## src/dsa_params.svh

```systemverilog
`ifndef DSA_PARAMS_SVH
`define DSA_PARAMS_SVH

// ----------------------------------------------------------------------
// Character framing and calibration
// ----------------------------------------------------------------------
`define DSA_DATA_BITS     8
`define DSA_CAL_LOW_BITS  8
`define DSA_PERIOD_SHIFT  3
`define DSA_BREAK_BITS    9

// ----------------------------------------------------------------------
// Bit-rate limits as system clock divisors
// ----------------------------------------------------------------------
`define DSA_MIN_RATE_DIV  512
`define DSA_MAX_RATE_DIV  4

// ----------------------------------------------------------------------
// Buffering and reset values
// ----------------------------------------------------------------------
`define DSA_FIFO_DEPTH    8
`define DSA_LINE_IDLE     1'b1
`define DSA_PIN_RST_IDLE  1'b1

`endif

```

## src/dsa_fifo_unused_guard.sv

```systemverilog
`timescale 1ns/1ps
// This file intentionally declares nothing beyond a timescale.

```

## src/dsa_pkg.sv

```systemverilog
package dsa_pkg;

  // --------------------------------------------------------------------
  // State encodings
  // --------------------------------------------------------------------
  typedef enum logic [1:0] {
    CAL_WAIT_HIGH = 2'h0,
    CAL_IDLE      = 2'h1,
    CAL_MEAS      = 2'h3,
    CAL_READY     = 2'h2
  } dsa_cal_type;

  typedef enum logic [1:0] {
    RX_IDLE  = 2'h0,
    RX_START = 2'h1,
    RX_DATA  = 2'h3,
    RX_STOP  = 2'h2
  } dsa_rx_type;

  typedef enum logic [1:0] {
    TX_IDLE  = 2'h0,
    TX_START = 2'h1,
    TX_DATA  = 2'h3,
    TX_STOP  = 2'h2
  } dsa_tx_type;

  // --------------------------------------------------------------------
  // Received character carrier
  // --------------------------------------------------------------------
  typedef struct packed {
    logic [7:0] data;
    logic       valid;
  } dsa_byte_type;

endpackage

```

## src/dsa_top.sv

```systemverilog
// Contract
// [RQ1] Frame: start, eight data LSB first, stop.
// [RQ2] Stay silent until first host character.
// [RQ3] Host sends 80H first after reset.
// [RQ4] Measure eight-bit low span, set bit rate.
// [RQ5] All timing logic runs on system clock.
// [RQ6] Counters cover bit period of clock/512.
// [RQ7] Host rate at most clock/8, limit clock/4.
// [RQ8] Nine-bit low break resets auto-baud.
// [RQ9] Host resends 80H after a break.
// [RQ10] Low external reset pin resets device.
// [RQ11] Low debug line in stop resets system.
// [RQ12] Bit period is one eighth of span.
`timescale 1ns/1ps
`include "dsa_params.svh"

// ----------------------------------------------------------------------
// Transmit FIFO
// ----------------------------------------------------------------------
module dsa_fifo #(
  parameter int WIDTH = `DSA_DATA_BITS,
  parameter int DEPTH = `DSA_FIFO_DEPTH
) (
  // Clock and reset
  input  wire logic             clk_sys,
  input  wire logic             rst,
  // Fill side
  input  wire logic [WIDTH-1:0] in_data,
  input  wire logic             in_valid,
  output logic                  in_ready,
  // Drain side
  output logic      [WIDTH-1:0] out_data,
  output logic                  out_valid,
  input  wire logic             out_ready
);
  import dsa_pkg::*;

  localparam int AW = $clog2(DEPTH);
  localparam logic [AW:0] FULL_CNT = (AW + 1)'(DEPTH);

  if (DEPTH < 2 || (DEPTH & (DEPTH - 1)) != 0) begin : g_bad_depth
    $error("FIFO depth must be a power of two of at least two.");
  end

  logic [WIDTH-1:0] mem_reg  [DEPTH];
  logic [WIDTH-1:0] mem_next [DEPTH];
  logic [AW-1:0]    wr_ptr_reg, wr_ptr_next;
  logic [AW-1:0]    rd_ptr_reg, rd_ptr_next;
  logic [AW:0]      count_reg, count_next;
  logic             push;
  logic             pop;

  assign in_ready  = (count_reg != FULL_CNT);
  assign out_valid = (count_reg != '0);
  assign out_data  = mem_reg[rd_ptr_reg];
  assign push      = in_valid & in_ready;
  assign pop       = out_valid & out_ready;

  always_comb begin
    mem_next    = mem_reg;
    wr_ptr_next = wr_ptr_reg;
    rd_ptr_next = rd_ptr_reg;
    count_next  = count_reg;
    if (push) begin
      mem_next[wr_ptr_reg] = in_data;
      wr_ptr_next          = wr_ptr_reg + 1'b1;
    end
    if (pop) begin
      rd_ptr_next = rd_ptr_reg + 1'b1;
    end
    if (push && !pop) begin
      count_next = count_reg + 1'b1;
    end else if (pop && !push) begin
      count_next = count_reg - 1'b1;
    end
  end

  always_ff @(posedge clk_sys or posedge rst) begin
    if (rst) begin
      for (int i = 0; i < DEPTH; i++) begin
        mem_reg[i] <= '0;
      end
      wr_ptr_reg <= '0;
      rd_ptr_reg <= '0;
      count_reg  <= '0;
    end else begin
      mem_reg    <= mem_next;
      wr_ptr_reg <= wr_ptr_next;
      rd_ptr_reg <= rd_ptr_next;
      count_reg  <= count_next;
    end
  end
endmodule

// ----------------------------------------------------------------------
// Debug serial port with auto-baud
// ----------------------------------------------------------------------
module dsa_top #(
  parameter int PERIOD_MAX = `DSA_MIN_RATE_DIV,
  parameter int FIFO_DEPTH = `DSA_FIFO_DEPTH
) (
  // Clock and reset
  input  wire logic         clk_sys,
  input  wire logic         rst,
  // Device pins
  input  wire logic         ext_reset_n,
  input  wire logic         debug_line_in,
  output logic              debug_line_out,
  output logic              debug_line_oe,
  // System control
  input  wire logic         stop_mode,
  output logic              sys_reset_req,
  output logic              cal_locked,
  // Received characters
  output dsa_pkg::dsa_byte_type rx_byte,
  // Characters to send
  input  wire logic [7:0]   tx_data,
  input  wire logic         tx_valid,
  output logic              tx_ready
);
  import dsa_pkg::*;

  localparam int PW = $clog2(PERIOD_MAX + 1);
  localparam int CW = $clog2((`DSA_BREAK_BITS + 1) * PERIOD_MAX + 1);
  localparam logic [CW-1:0] MEAS_MAX =
    CW'(`DSA_CAL_LOW_BITS * PERIOD_MAX + `DSA_CAL_LOW_BITS - 1);
  localparam logic [PW-1:0] MIN_PERIOD = PW'(`DSA_MAX_RATE_DIV);
  localparam logic [2:0]    LAST_BIT   = 3'(`DSA_DATA_BITS - 1);

  if (PERIOD_MAX < `DSA_MAX_RATE_DIV) begin : g_bad_period
    $error("PERIOD_MAX is below the shortest bit period.");
  end

  function automatic logic [PW-1:0] fn_half(input logic [PW-1:0] p);
    return p >> 1;
  endfunction

  // --------------------------------------------------------------------
  // Pin synchronisers and system reset request
  // --------------------------------------------------------------------
  logic line_meta_reg, line_s_reg, rst_meta_reg, rst_s_reg;
  logic sys_reset_reg, sys_reset_next;

  always_comb begin
    sys_reset_next = !rst_s_reg || (stop_mode && !line_s_reg); // [RQ10] [RQ11]
  end

  // Everything runs on the system clock; no second domain exists. [RQ5]
  always_ff @(posedge clk_sys or posedge rst) begin
    if (rst) begin
      line_meta_reg <= `DSA_LINE_IDLE;
      line_s_reg    <= `DSA_LINE_IDLE;
      rst_meta_reg  <= `DSA_PIN_RST_IDLE;
      rst_s_reg     <= `DSA_PIN_RST_IDLE;
      sys_reset_reg <= 1'b0;
    end else begin
      line_meta_reg <= debug_line_in;
      line_s_reg    <= line_meta_reg;
      rst_meta_reg  <= ext_reset_n;
      rst_s_reg     <= rst_meta_reg;
      sys_reset_reg <= sys_reset_next;
    end
  end

  assign sys_reset_req = sys_reset_reg;

  // --------------------------------------------------------------------
  // Auto-baud detector and break watch
  // --------------------------------------------------------------------
  dsa_cal_type   cal_state_reg, cal_state_next;
  dsa_tx_type    tx_state_reg, tx_state_next;
  logic [CW-1:0] meas_cnt_reg, meas_cnt_next;
  logic [CW-1:0] brk_cnt_reg, brk_cnt_next;
  logic [PW-1:0] period_reg, period_next;
  logic [PW-1:0] meas_period;
  logic [CW-1:0] brk_lim;
  logic          brk_hit;

  assign meas_period = PW'(meas_cnt_reg >> `DSA_PERIOD_SHIFT); // [RQ12]
  // Nine bits plus half a bit, so a received all-zero character is no break.
  assign brk_lim = CW'(period_reg) * CW'(`DSA_BREAK_BITS)
                 + CW'(fn_half(period_reg));
  assign brk_hit = (brk_cnt_reg >= brk_lim);
  assign cal_locked = (cal_state_reg == CAL_READY);

  always_comb begin
    cal_state_next = cal_state_reg;
    meas_cnt_next  = meas_cnt_reg;
    brk_cnt_next   = brk_cnt_reg;
    period_next    = period_reg;
    if (!rst_s_reg) begin
      cal_state_next = CAL_WAIT_HIGH; // [RQ10]
      brk_cnt_next   = '0;
    end else begin
      unique case (cal_state_reg)
        CAL_WAIT_HIGH: begin
          if (line_s_reg) begin
            cal_state_next = CAL_IDLE; // [RQ9]
          end
        end
        CAL_IDLE: begin
          if (!line_s_reg) begin
            cal_state_next = CAL_MEAS; // [RQ3]
            meas_cnt_next  = CW'(1);
          end
        end
        CAL_MEAS: begin
          if (line_s_reg) begin
            if (meas_period >= MIN_PERIOD) begin
              cal_state_next = CAL_READY; // [RQ4] [RQ7]
              period_next    = meas_period; // [RQ12]
              brk_cnt_next   = '0;
            end else begin
              cal_state_next = CAL_WAIT_HIGH;
            end
          end else if (meas_cnt_reg == MEAS_MAX) begin
            cal_state_next = CAL_WAIT_HIGH; // [RQ6]
          end else begin
            meas_cnt_next = meas_cnt_reg + 1'b1; // [RQ4]
          end
        end
        CAL_READY: begin
          // Our own low drive must not count toward a break.
          if (line_s_reg || tx_state_reg != TX_IDLE) begin
            brk_cnt_next = '0;
          end else if (brk_hit) begin
            cal_state_next = CAL_WAIT_HIGH; // [RQ8]
            brk_cnt_next   = '0;
          end else begin
            brk_cnt_next = brk_cnt_reg + 1'b1;
          end
        end
      endcase
    end
  end

  always_ff @(posedge clk_sys or posedge rst) begin
    if (rst) begin
      cal_state_reg <= CAL_WAIT_HIGH;
      meas_cnt_reg  <= '0;
      brk_cnt_reg   <= '0;
      period_reg    <= '0;
    end else begin
      cal_state_reg <= cal_state_next;
      meas_cnt_reg  <= meas_cnt_next;
      brk_cnt_reg   <= brk_cnt_next;
      period_reg    <= period_next;
    end
  end

  // --------------------------------------------------------------------
  // Receiver
  // --------------------------------------------------------------------
  dsa_rx_type    rx_state_reg, rx_state_next;
  logic [PW-1:0] rx_tmr_reg, rx_tmr_next;
  logic [2:0]    rx_bit_reg, rx_bit_next;
  logic [7:0]    rx_shift_reg, rx_shift_next;
  dsa_byte_type  rx_byte_reg, rx_byte_next;

  always_comb begin
    rx_state_next      = rx_state_reg;
    rx_tmr_next        = rx_tmr_reg - 1'b1;
    rx_bit_next        = rx_bit_reg;
    rx_shift_next      = rx_shift_reg;
    rx_byte_next       = rx_byte_reg;
    rx_byte_next.valid = 1'b0;
    if (cal_state_reg != CAL_READY) begin
      rx_state_next = RX_IDLE;
    end else begin
      unique case (rx_state_reg)
        RX_IDLE: begin
          if (!line_s_reg && tx_state_reg == TX_IDLE) begin
            rx_state_next = RX_START; // [RQ12]
            rx_tmr_next   = fn_half(period_reg) - 1'b1;
          end
        end
        RX_START: begin
          if (rx_tmr_reg == '0) begin
            rx_state_next = line_s_reg ? RX_IDLE : RX_DATA;
            rx_tmr_next   = period_reg - 1'b1;
            rx_bit_next   = '0;
          end
        end
        RX_DATA: begin
          if (rx_tmr_reg == '0) begin
            rx_shift_next = {line_s_reg, rx_shift_reg[7:1]}; // [RQ1]
            rx_tmr_next   = period_reg - 1'b1;
            rx_bit_next   = rx_bit_reg + 1'b1;
            if (rx_bit_reg == LAST_BIT) begin
              rx_state_next = RX_STOP;
            end
          end
        end
        RX_STOP: begin
          if (rx_tmr_reg == '0) begin
            rx_state_next = RX_IDLE;
            // A character without its stop bit is dropped.
            if (line_s_reg) begin
              rx_byte_next.valid = 1'b1; // [RQ1]
              rx_byte_next.data  = rx_shift_reg;
            end
          end
        end
      endcase
    end
  end

  always_ff @(posedge clk_sys or posedge rst) begin
    if (rst) begin
      rx_state_reg <= RX_IDLE;
      rx_tmr_reg   <= '0;
      rx_bit_reg   <= '0;
      rx_shift_reg <= '0;
      rx_byte_reg  <= '0;
    end else begin
      rx_state_reg <= rx_state_next;
      rx_tmr_reg   <= rx_tmr_next;
      rx_bit_reg   <= rx_bit_next;
      rx_shift_reg <= rx_shift_next;
      rx_byte_reg  <= rx_byte_next;
    end
  end

  assign rx_byte = rx_byte_reg;

  // --------------------------------------------------------------------
  // Transmitter fed by the FIFO
  // --------------------------------------------------------------------
  logic [PW-1:0] tx_tmr_reg, tx_tmr_next;
  logic [2:0]    tx_bit_reg, tx_bit_next;
  logic [7:0]    tx_shift_reg, tx_shift_next;
  logic          tx_oe_reg, tx_oe_next;
  logic [7:0]    fifo_data;
  logic          fifo_valid;
  logic          tx_launch;

  dsa_fifo #(
    .WIDTH     (`DSA_DATA_BITS),
    .DEPTH     (FIFO_DEPTH)
  ) u_fifo (
    .clk_sys   (clk_sys),
    .rst       (rst),
    .in_data   (tx_data),
    .in_valid  (tx_valid),
    .in_ready  (tx_ready),
    .out_data  (fifo_data),
    .out_valid (fifo_valid),
    .out_ready (tx_launch)
  );

  // The line is shared, so sending waits for the receiver to be idle.
  // A byte popped while the reset pin is low would be lost, so wait.
  assign tx_launch = (tx_state_reg == TX_IDLE) && fifo_valid && line_s_reg
                  && (cal_state_reg == CAL_READY) && (rx_state_reg == RX_IDLE)
                  && rst_s_reg; // [RQ10]

  always_comb begin
    tx_state_next = tx_state_reg;
    tx_tmr_next   = tx_tmr_reg - 1'b1;
    tx_bit_next   = tx_bit_reg;
    tx_shift_next = tx_shift_reg;
    tx_oe_next    = tx_oe_reg;
    if (!rst_s_reg) begin
      tx_state_next = TX_IDLE;
      tx_oe_next    = 1'b0;
    end else begin
      unique case (tx_state_reg)
        TX_IDLE: begin
          tx_oe_next = 1'b0; // [RQ2]
          if (tx_launch) begin
            tx_state_next = TX_START; // [RQ1]
            tx_shift_next = fifo_data;
            tx_tmr_next   = period_reg - 1'b1; // [RQ12]
            tx_oe_next    = 1'b1;
          end
        end
        TX_START: begin
          if (tx_tmr_reg == '0) begin
            tx_state_next = TX_DATA;
            tx_bit_next   = '0;
            tx_tmr_next   = period_reg - 1'b1;
            tx_oe_next    = !tx_shift_reg[0]; // [RQ1]
          end
        end
        TX_DATA: begin
          if (tx_tmr_reg == '0) begin
            tx_tmr_next = period_reg - 1'b1;
            tx_bit_next = tx_bit_reg + 1'b1;
            if (tx_bit_reg == LAST_BIT) begin
              tx_state_next = TX_STOP;
              tx_oe_next    = 1'b0; // [RQ1]
            end else begin
              tx_shift_next = tx_shift_reg >> 1;
              tx_oe_next    = !tx_shift_reg[1];
            end
          end
        end
        TX_STOP: begin
          if (tx_tmr_reg == '0) begin
            tx_state_next = TX_IDLE;
          end
        end
      endcase
    end
  end

  always_ff @(posedge clk_sys or posedge rst) begin
    if (rst) begin
      tx_state_reg <= TX_IDLE;
      tx_tmr_reg   <= '0;
      tx_bit_reg   <= '0;
      tx_shift_reg <= '0;
      tx_oe_reg    <= 1'b0;
    end else begin
      tx_state_reg <= tx_state_next;
      tx_tmr_reg   <= tx_tmr_next;
      tx_bit_reg   <= tx_bit_next;
      tx_shift_reg <= tx_shift_next;
      tx_oe_reg    <= tx_oe_next;
    end
  end

  // Open-drain: the pin is only ever pulled low.
  assign debug_line_out = 1'b0;
  assign debug_line_oe  = tx_oe_reg;
endmodule

```

## config.mk

```make
export PLATFORM = sky130hd
export DESIGN_NAME = dsa_top
export DESIGN_NICKNAME = d
export VERILOG_FILES = /design/src/dsa_fifo_unused_guard.sv /design/src/dsa_pkg.sv /design/src/dsa_top.sv
export VERILOG_INCLUDE_DIRS = /design/src
export SDC_FILE = /design/constraint.sdc
export NUM_CORES = 1
export LEC_CHECK = 0
export ABC_CLOCK_PERIOD_IN_PS = 4600
export BUFFER_PORTS_ARGS = -buffer_cell sky130_fd_sc_hd__buf_2
export CORE_ASPECT_RATIO = 2
export CORE_MARGIN = 3
export CORE_UTILIZATION = 63
export DETAILED_ROUTE_END_ITERATION = 7
export PLACE_DENSITY = 0.81
export SYNTH_ARGS = -nofsm -noshare
export SYNTH_HDL_FRONTEND = slang
export SYNTH_HIERARCHICAL = 1
export SYNTH_SLANG_ARGS = --single-unit
```

## constraint.sdc

```tcl
create_clock -name clk_sys -period 4.6 [get_ports clk_sys]
set_input_delay 0.92 -clock clk_sys [delete_from_list [all_inputs] [get_ports clk_sys]]
set_output_delay 0.92 -clock clk_sys [all_outputs]
set_load 0.01 [all_outputs]
```

After elaboration in Yosys (flattened, before gate mapping)
Cells that the tools add are included. Widths: inputs -> output; s select.

Add/sub/neg operators: 13. Multiply operators: 1. Magnitude comparators: 5. Equal/unequal tests: 42. Muxes and demuxes: 70. Bitwise gates (word level): 5. Reductions and logical operators: 44.

Operators with widths (number): $mux 13 (8); $bwmux 64 (1); $mux 10 (6); $pmux 13 s2 (2); $mux 8 (6); $mux 2 (21); $ne 3x3->1 const B (14); $pmux 10 s2 (2); $sub 10x1->10 const B (3); $add 13x1->13 const B (2); $reduce_and 5->1 (5); $bmux 8 s3 (1); $demux 8 s3 (1); $pmux 2 s4 (3); $logic_not 10->1 (2); $ne 2x2->1 const B (9); $pmux 8 s2 (1); $reduce_and 4->1 (4); $add 13x9->13 (1); $eq 13x13->1 const B (1); $ge 13x13->1 (1); $mul 10x4->13 const B (1); $add 3x1->3 const B (4); $eq 2x2->1 const B (6); other kinds (28) (75).

Bits in registers: 173. Input port bits: 14. Output and inout bits: 14. Word-level logic and storage cells: 211.

Logic depth before layout (Yosys ltp)
Gate-level depths: netlist of the first run.

Depth in word-level cells: 10. Depth in mapped cells: 16. Depth with buffers taken out: 16.

Hierarchy
Netlist of the first run, hierarchy kept.

Modules (own cells, without submodules): dsa_top (instances 1, cells each 643, area an instance 6163.4 µm², sequential area each 2482.4 µm²); dsa_fifo (instances 1, cells each 222, area an instance 3567.2 µm², sequential area each 1851.8 µm²).

Worst setup path after synthesis of the first run
Ideal clock, no wire load.

Path type: flip-flop to flip-flop. From: register period_reg[4]. To: register brk_cnt_reg[10]. Library setup time: 84 ps. Data arrival time: 4140 ps. Required time: 4516 ps. Setup slack: 376 ps. Cell stages (with the launch flop): 15. Buffers on the path: 0. Period minus slack after synthesis: 4224 ps. Cell sequence: dfrtp_1 -> ha_1 -> fa_1 -> ha_1 -> or2_2 -> o31a_1 -> a31o_2 -> a21oi_1 -> xor2_1 -> ha_1 -> a211oi_1 -> nor2_1 -> a2111oi_1 -> a31oi_1 -> a21oi_1.

Cells in the longest elaborated chain, start to end: 7.

Ends and longest elaborated chain: start: declaration (RTL line dsa_top.sv:174) `logic [PW-1:0] period_reg, period_next;`; start signal: assignment (RTL line dsa_top.sv:247) `period_reg <= period_next;`; $mul 10x4->13 (RTL line dsa_top.sv:181) `` assign brk_lim = CW'(period_reg) * CW'(`DSA_BREAK_BITS) ``; $add 13x9->13 (*) (RTL line dsa_top.sv:181); $ge 13x13->1 (*) (RTL line dsa_top.sv:183) `assign brk_hit = (brk_cnt_reg >= brk_lim);`; $mux 13 (*) (RTL line dsa_top.sv:226) `end else if (brk_hit) begin`; $mux 13 (*) (RTL line dsa_top.sv:224) `if (line_s_reg || tx_state_reg != TX_IDLE) begin`; $pmux 13 s2 (*) (RTL line dsa_top.sv:195) `unique case (cal_state_reg)`; $mux 13 (*) (RTL line dsa_top.sv:191) `if (!rst_s_reg) begin`; end signal: assignment (RTL line dsa_top.sv:246) `brk_cnt_reg <= brk_cnt_next;`; end: declaration (RTL line dsa_top.sv:173) `logic [CW-1:0] brk_cnt_reg, brk_cnt_next;`.

Mark *: on every way between the ends. The rest lies on a longest branch, timed or not. A chain may end at the register's enable or synchronous reset.

Worst setup path in the final report of the first run
From: register period_reg[4]. To: register brk_cnt_reg[2].

Same word-level chain as after synthesis.

==> results_dict.tcl, run 1 <==
set metrics [dict create \
    arrival_ns 4.76 \
    die-area_sq_um 17100 \
    synthCells 865 \
    start_util_pct 65.0 \
    die_h_um 182 \
    critPathBufInv 2 \
    numClockSinks 173 \
    vias 6870 \
    antenna_cells 0 \
    finalCritPeriodShare_pct 96.2 \
    cpMostUsedCell "ha_1" \
    max_cap_viol_count 0 \
    place.gp.congestion 0.891 \
    cts_htree_levels 4 \
    cts_root_buffer "clkbuf_16" \
    path_clk_slew_ns 0.07 \
    yosysWarnings 6 \
    post-cts-setup-buffers 0 \
    fin_nets 967 \
    slew-limit-headroom_pct 24.9 \
    grt_use_total_pct 27.1 \
    syn_nets 940 \
    synth_area_sq_um 9730 \
    drive_gt1_share_pct 23.4 \
    mostFrequentLayoutCell "dfrtp_1" \
    synth-edff-count 0 \
    worstPathCellList "buf_4 > ha_1 > fa_1 > ha_1 > nand3_1 > o2111ai_2 > a31o_2 > a21oi_1 > xor2_1 > ha_1 > a211oi_1 > nor2_1 > a2111oi_1 > buf_4 > nand3_1 > o31ai_1" \
    worstPathRequired_ns 4.93 \
    syn2layout_area_growth_pct 9.62 \
    timing.final.ws_setup_ns 0.173 \
    cts_resized 0 \
    grt_max_degree 80 \
    skew_ns 0.00954 \
    ys_ff_latch 173 \
    core_sq_um 15000 \
    r2r_slack_ns 0.17 \
    wirelength_um 21400 \
    ant_nets 0 \
    fmax_mhz 226 \
    async_flop_share_pct 100 \
    cts_buffers 17 \
    finalPower_mw 5.25 \
    io_buffers 26 \
    synth_seq_area_share_pct 44.5 \
    utilization_pct 71.2 \
    drv_slew 0 \
    viasPerCell 6.25 \
    crit_slowest_cell "fa_1" \
    grt_pass1_wl_um 35900 \
    first_global_vias 7205 \
    crit_type "reg -> reg" \
    largest_reg_flops 64 \
    antenna_found_initial 0 \
    crit_fanout 9 \
    cts_tree "done" \
    rows 63 \
    cpPeakStageDelay_ns 0.46 \
    drtIter0Drc 323 \
    period_needed_ns 4.43 \
    setup_viol 0 \
    post-place-ws_ns 0.0473 \
    dp_hpwl_um 15500 \
    crit_family "compound AO/OA/AOI/OAI gates" \
    clockBufferDepth 2 \
    final_cell_mix "168 x dfrtp_1, 78 x mux2_2, 72 x nand2_1, 54 x o21ai_0, 54 x ha_1" \
    synth-main-ff-cell "dfrtp_1" \
    wl_per_cell_um 19.5 \
    tns_ns 0 \
    ios 28 \
    drc_errors 0 \
    powerDensity_nw_per_um2 492 \
    post_synth.cell_area_avg_sq_um 11.2 \
    finalHoldViolations 0 \
    critPathCaptureType "flip-flop" \
    p_leak_nw 4.91 \
    synth_cell_type_count 81 \
    ir_drop_v 0.000434 \
    outcome "finished, final reports clean" \
    critPathLaunchType "flip-flop" \
    worst_pin_slew_ns 1.12 \
    gr-total-overflow 0 \
    die_w_um 93.9 \
    dr.pass1.iters 4 \
    clock_latency_ns 0.43 \
    min_path_type "reg -> reg" \
    hold_buffers 0 \
]
==> worst register-to-register path, cell delays in order, from the launching register on <==
cell and delay [ns]:
dfrtp_1 0.40, buf_4 0.18, ha_1 0.30, fa_1 0.46, ha_1 0.38, nand3_1 0.15
o2111ai_2 0.16, a31o_2 0.26, a21oi_1 0.17, xor2_1 0.18, ha_1 0.27, a211oi_1 0.24
nor2_1 0.08, a2111oi_1 0.41, buf_4 0.22, nand3_1 0.16, o31ai_1 0.30
==> area by class of cell <==
| cell class | instances | area (sq um) |
|---|---|---|
| multi-input combinational | 620 | 5100 |
| sequential | 173 | 4340 |
| fill | 1077 | 4310 |
| clock buffer | 17 | 425 |
| tap | 195 | 244 |
| timing repair buffer | 35 | 198 |
| clock inverter | 15 | 188 |
| inverter | 45 | 171 |
==> power breakdown <==
group	internal [mW]	switching (mW)	total, mW
Sequential	1.97	0.413	2.38
Clock	0.785	0.687	1.47
Combinational	0.863	0.536	1.40
Total	3.61	1.64	5.25
==> layer usage <==
layer | global-route usage, % | vias to the layer above | part of all wire, %
li1 | - | 3168 | -
met1 | 28.0 | 3498 | 35
met2 | 50.2 | 135 | 57
met3 | 3.98 | 69 | 2.7
met4 | 15.5 | 0 | 5.3
met5 | 0 | - | 0
==> cell usage after synthesis (6+ instances only) <==
library cell / number / area, sq um
fa_1: 7 / 140
inv_1: 42 / 158
mux4_2: 16 / 360
o221ai_1: 6 / 52.6
xor2_1: 23 / 201
nand3_1: 19 / 95.1
or4_1: 6 / 45.0
or3_1: 13 / 81.3
xnor2_1: 33 / 289
nor2_1: 48 / 180
nand3b_1: 6 / 45.0
nor4_1: 7 / 43.8
o211ai_1: 8 / 60.1
ha_1: 54 / 676
clkbuf_1: 12 / 45.0
nor3_1: 14 / 70.1
a21oi_1: 37 / 185
dfrtp_1: 169 / 4230
o21ai_0: 54 / 270
mux2i_1: 10 / 100
nand2_1: 72 / 270
mux2_2: 78 / 878
nor2b_1: 8 / 50.1
mux2_4: 16 / 240
==> final timing paths <==
| check | startpoint | to | depth (start not counted) |
|---|---|---|---|
| max | period_reg[4] | brk_cnt_reg[2] | 16 |
| min | line_meta_reg | line_s_reg | 0 |
| max reg2reg | period_reg[4] | brk_cnt_reg[2] | 16 |
| min reg2reg | line_meta_reg | line_s_reg | 0 |
| max in group asynchronous | rst | line_s_reg | 3 |
| min in group asynchronous | rst | u_fifo/count_reg[0] | 2 |
==> stage by stage <==
stage / hold WS (ns) / instances / cell area, sq um
CTS: 0.358 / 1100 / 10600
global route: 0.365 / 1100 / 10700
floorplan: 0.345 / 865 / 9730
finish: 0.358 / 1100 / 10700
detailed placement: 0.347 / 1068 / 10000
global placement: 0.346 / 1068 / 10000
==> cell families (layout without fill, tap and decap cells) <==
logic type,Yosys count,in the layout,share of synthesized area (%)
DFF,173,173,44.5
AOI/OAI and AO/OA,142,142,9.00
other,1,1,0.0385
xor gates and xnor gates,56,56,5.04
adders and majority gates,61,61,8.38
buffers and inverters,72,112,3.27
and+or+nand+nor,240,240,13.5
muxes,120,120,16.2
Note: power is estimated with default switching activity, not from simulation.
==> run 2: changes to the inputs <==
Settings changed: CORE_UTILIZATION 63 to 55, PLACE_DENSITY 0.81 to 0.73.
==> run 2 against run 1 <==
Core utilization shrank 9.3 points. Flip-flop and latch count did not move. Global-route usage fell by 4.6 points. Register-to-register slack better by 0.13 ns. Wire length fell by 2.3%. Combinational power barely moved. Worst hold slack lost 0.0023 ns. Sequential power about the same. Via count decreased by 2.3%. Sequential share of layout area fell by 0.11 points. Critical path depth fell by 1. Clock skew is 0.0012 ns higher. Critical endpoint unchanged.
==> results_dict.tcl, run 2 (synthesis gave the netlist of run 1 again) <==
set metrics [dict create \
    cts_htree_levels 4 \
    critPathCaptureType "flip-flop" \
    vias 6712 \
    slew-limit-headroom_pct 20.8 \
    cpPeakStageDelay_ns 0.47 \
    timing.final.ws_setup_ns 0.302 \
    p_seq_share_pct 45.4 \
    ant_nets 0 \
    place_inst 1085 \
    crit_type "reg -> reg" \
    ir_drop_v 0.000455 \
    antenna_found_initial 0 \
    fmax_mhz 233 \
    rows 68 \
    drtIter0Drc 268 \
    grt_pass1_wl_um 34500 \
    min_path_type "reg -> reg" \
    numClockSinks 173 \
    finalCritPeriodShare_pct 93.4 \
    p_sw_mw 1.60 \
    largest_reg_flops 64 \
    post-place-ws_ns 0.131 \
    whs_path_depth 0 \
    utilization_pct 61.9 \
    worstPathCellList "ha_1 > fa_1 > ha_1 > or2_2 > o31a_1 > a31o_2 > a21oi_1 > xor2_1 > ha_1 > a211oi_1 > nor2_1 > a2111oi_2 > buf_4 > nand3_1 > o31ai_2" \
    clock_latency_ns 0.43 \
    r2r_cells 15 \
    whs_ns 0.356 \
    wl_per_cell_um 18.7 \
    drc_errors 0 \
    cts_root_buffer "clkbuf_16" \
    worstPathRequired_ns 4.93 \
    stdcell_count 1117 \
    grt_max_degree 55 \
    gr-total-overflow 0 \
    p_comb_share_pct 26.8 \
    crit_family "adder cells" \
    setup_viol 0 \
    cts_buffers 17 \
    p_leak_nw 4.92 \
    start_util_pct 56.3 \
    wirelength_met1_um 7720 \
    period_needed_ns 4.30 \
    skew_ns 0.0107 \
    cts_tree "done" \
    syn2layout_area_growth_pct 9.88 \
    die_w_um 100 \
    core_sq_um 17300 \
    final_cell_area_sq_um 10700 \
    die-area_sq_um 19400 \
    place.gp.congestion 0.954 \
    sw_frac_of_total_pct 30.8 \
    routed.top_layer "met4" \
    first_global_vias 6963 \
    cpMostUsedCell "ha_1" \
    crit_slowest_cell "fa_1" \
    critPathBufInv 1 \
    path_clk_slew_ns 0.07 \
    io_buffers 26 \
    max_cap_viol_count 0 \
    clockBufferDepth 2 \
    ios 28 \
    pwr-share-clk_pct 27.8 \
    finalPower_mw 5.21 \
    antenna_cells 0 \
    dr_wl_met3_um 435 \
    die_h_um 194 \
    final_cell_mix "169 x dfrtp_1, 78 x mux2_2, 72 x nand2_1, 54 x ha_1, 53 x o21ai_0" \
    place_area_sq_um 10100 \
    worst_pin_slew_ns 1.18 \
    dp_hpwl_um 15500 \
    mostFrequentLayoutCell "dfrtp_1" \
    critPathLaunchType "flip-flop" \
    tns_ns 0 \
    dr.pass1.iters 6 \
    grt_use_total_pct 22.4 \
    crit_fanout 5 \
    hold_buffers 0 \
    powerDensity_nw_per_um2 487 \
    outcome "finished, final reports clean" \
    drive_gt1_share_pct 23.7 \
    cp.depth 15 \
    fin_nets 969 \
    finalHoldViolations 0 \
    wirelength_um 20900 \
    rsz0062_at_grt "no" \
    wl_met2_um 11800 \
    drv_slew 0 \
    p_int_mw 3.61 \
    post-cts-setup-buffers 0 \
    viasPerCell 6.01 \
    arrival_ns 4.63 \
]
[run 2: metal layers]
layer | global-route usage [%] | vias up
met4 | 12.6 | 0
met3 | 2.95 | 56
met1 | 23.4 | 3368
met2 | 41.8 | 116
met5 | 0 | -
li1 | - | 3172
[run 2: final cells by class]
type / count / area (sq um)
well taps: 210 / 263
repair buffers: 37 / 213
fillers: 1400 / 6580
clock inverters: 15 / 170
multi-input cells: 620 / 5110
flip-flops and latches: 173 / 4330
clock buffers: 17 / 425
inverters: 45 / 171
[run 2: repair_timing]
action,in CTS,in global routing
endpoints found under the hold margin,0,0
resized for setup,0,7
setup endpoints to repair,0,13
[run 2: final timing paths]
path / startpoint / endpoint / slack [ns]
hold / removal: rst_meta_reg / rst_s_reg / 0.36
setup / recovery: period_reg[4] / brk_cnt_reg[2] / 0.30
hold reg to reg: rst_meta_reg / rst_s_reg / 0.36
min in group asynchronous: rst / u_fifo/mem_reg[14] / 0.52
max in group asynchronous: rst / u_fifo/mem_reg[42] / 3.07
setup reg to reg: period_reg[4] / brk_cnt_reg[2] / 0.30
[run 2: power by group through the flow]
stage          Combinational, mW  Sequential, mW  Clock [mW]
2_1_floorplan               1.24            2.21           0
3_3_place_gp                1.35            2.37           0
3_5_place_dp                1.39            2.39           0
4_1_cts                     1.41            2.37        1.47
5_1_grt                     1.52            2.43        1.52
6_report                    1.39            2.36        1.45
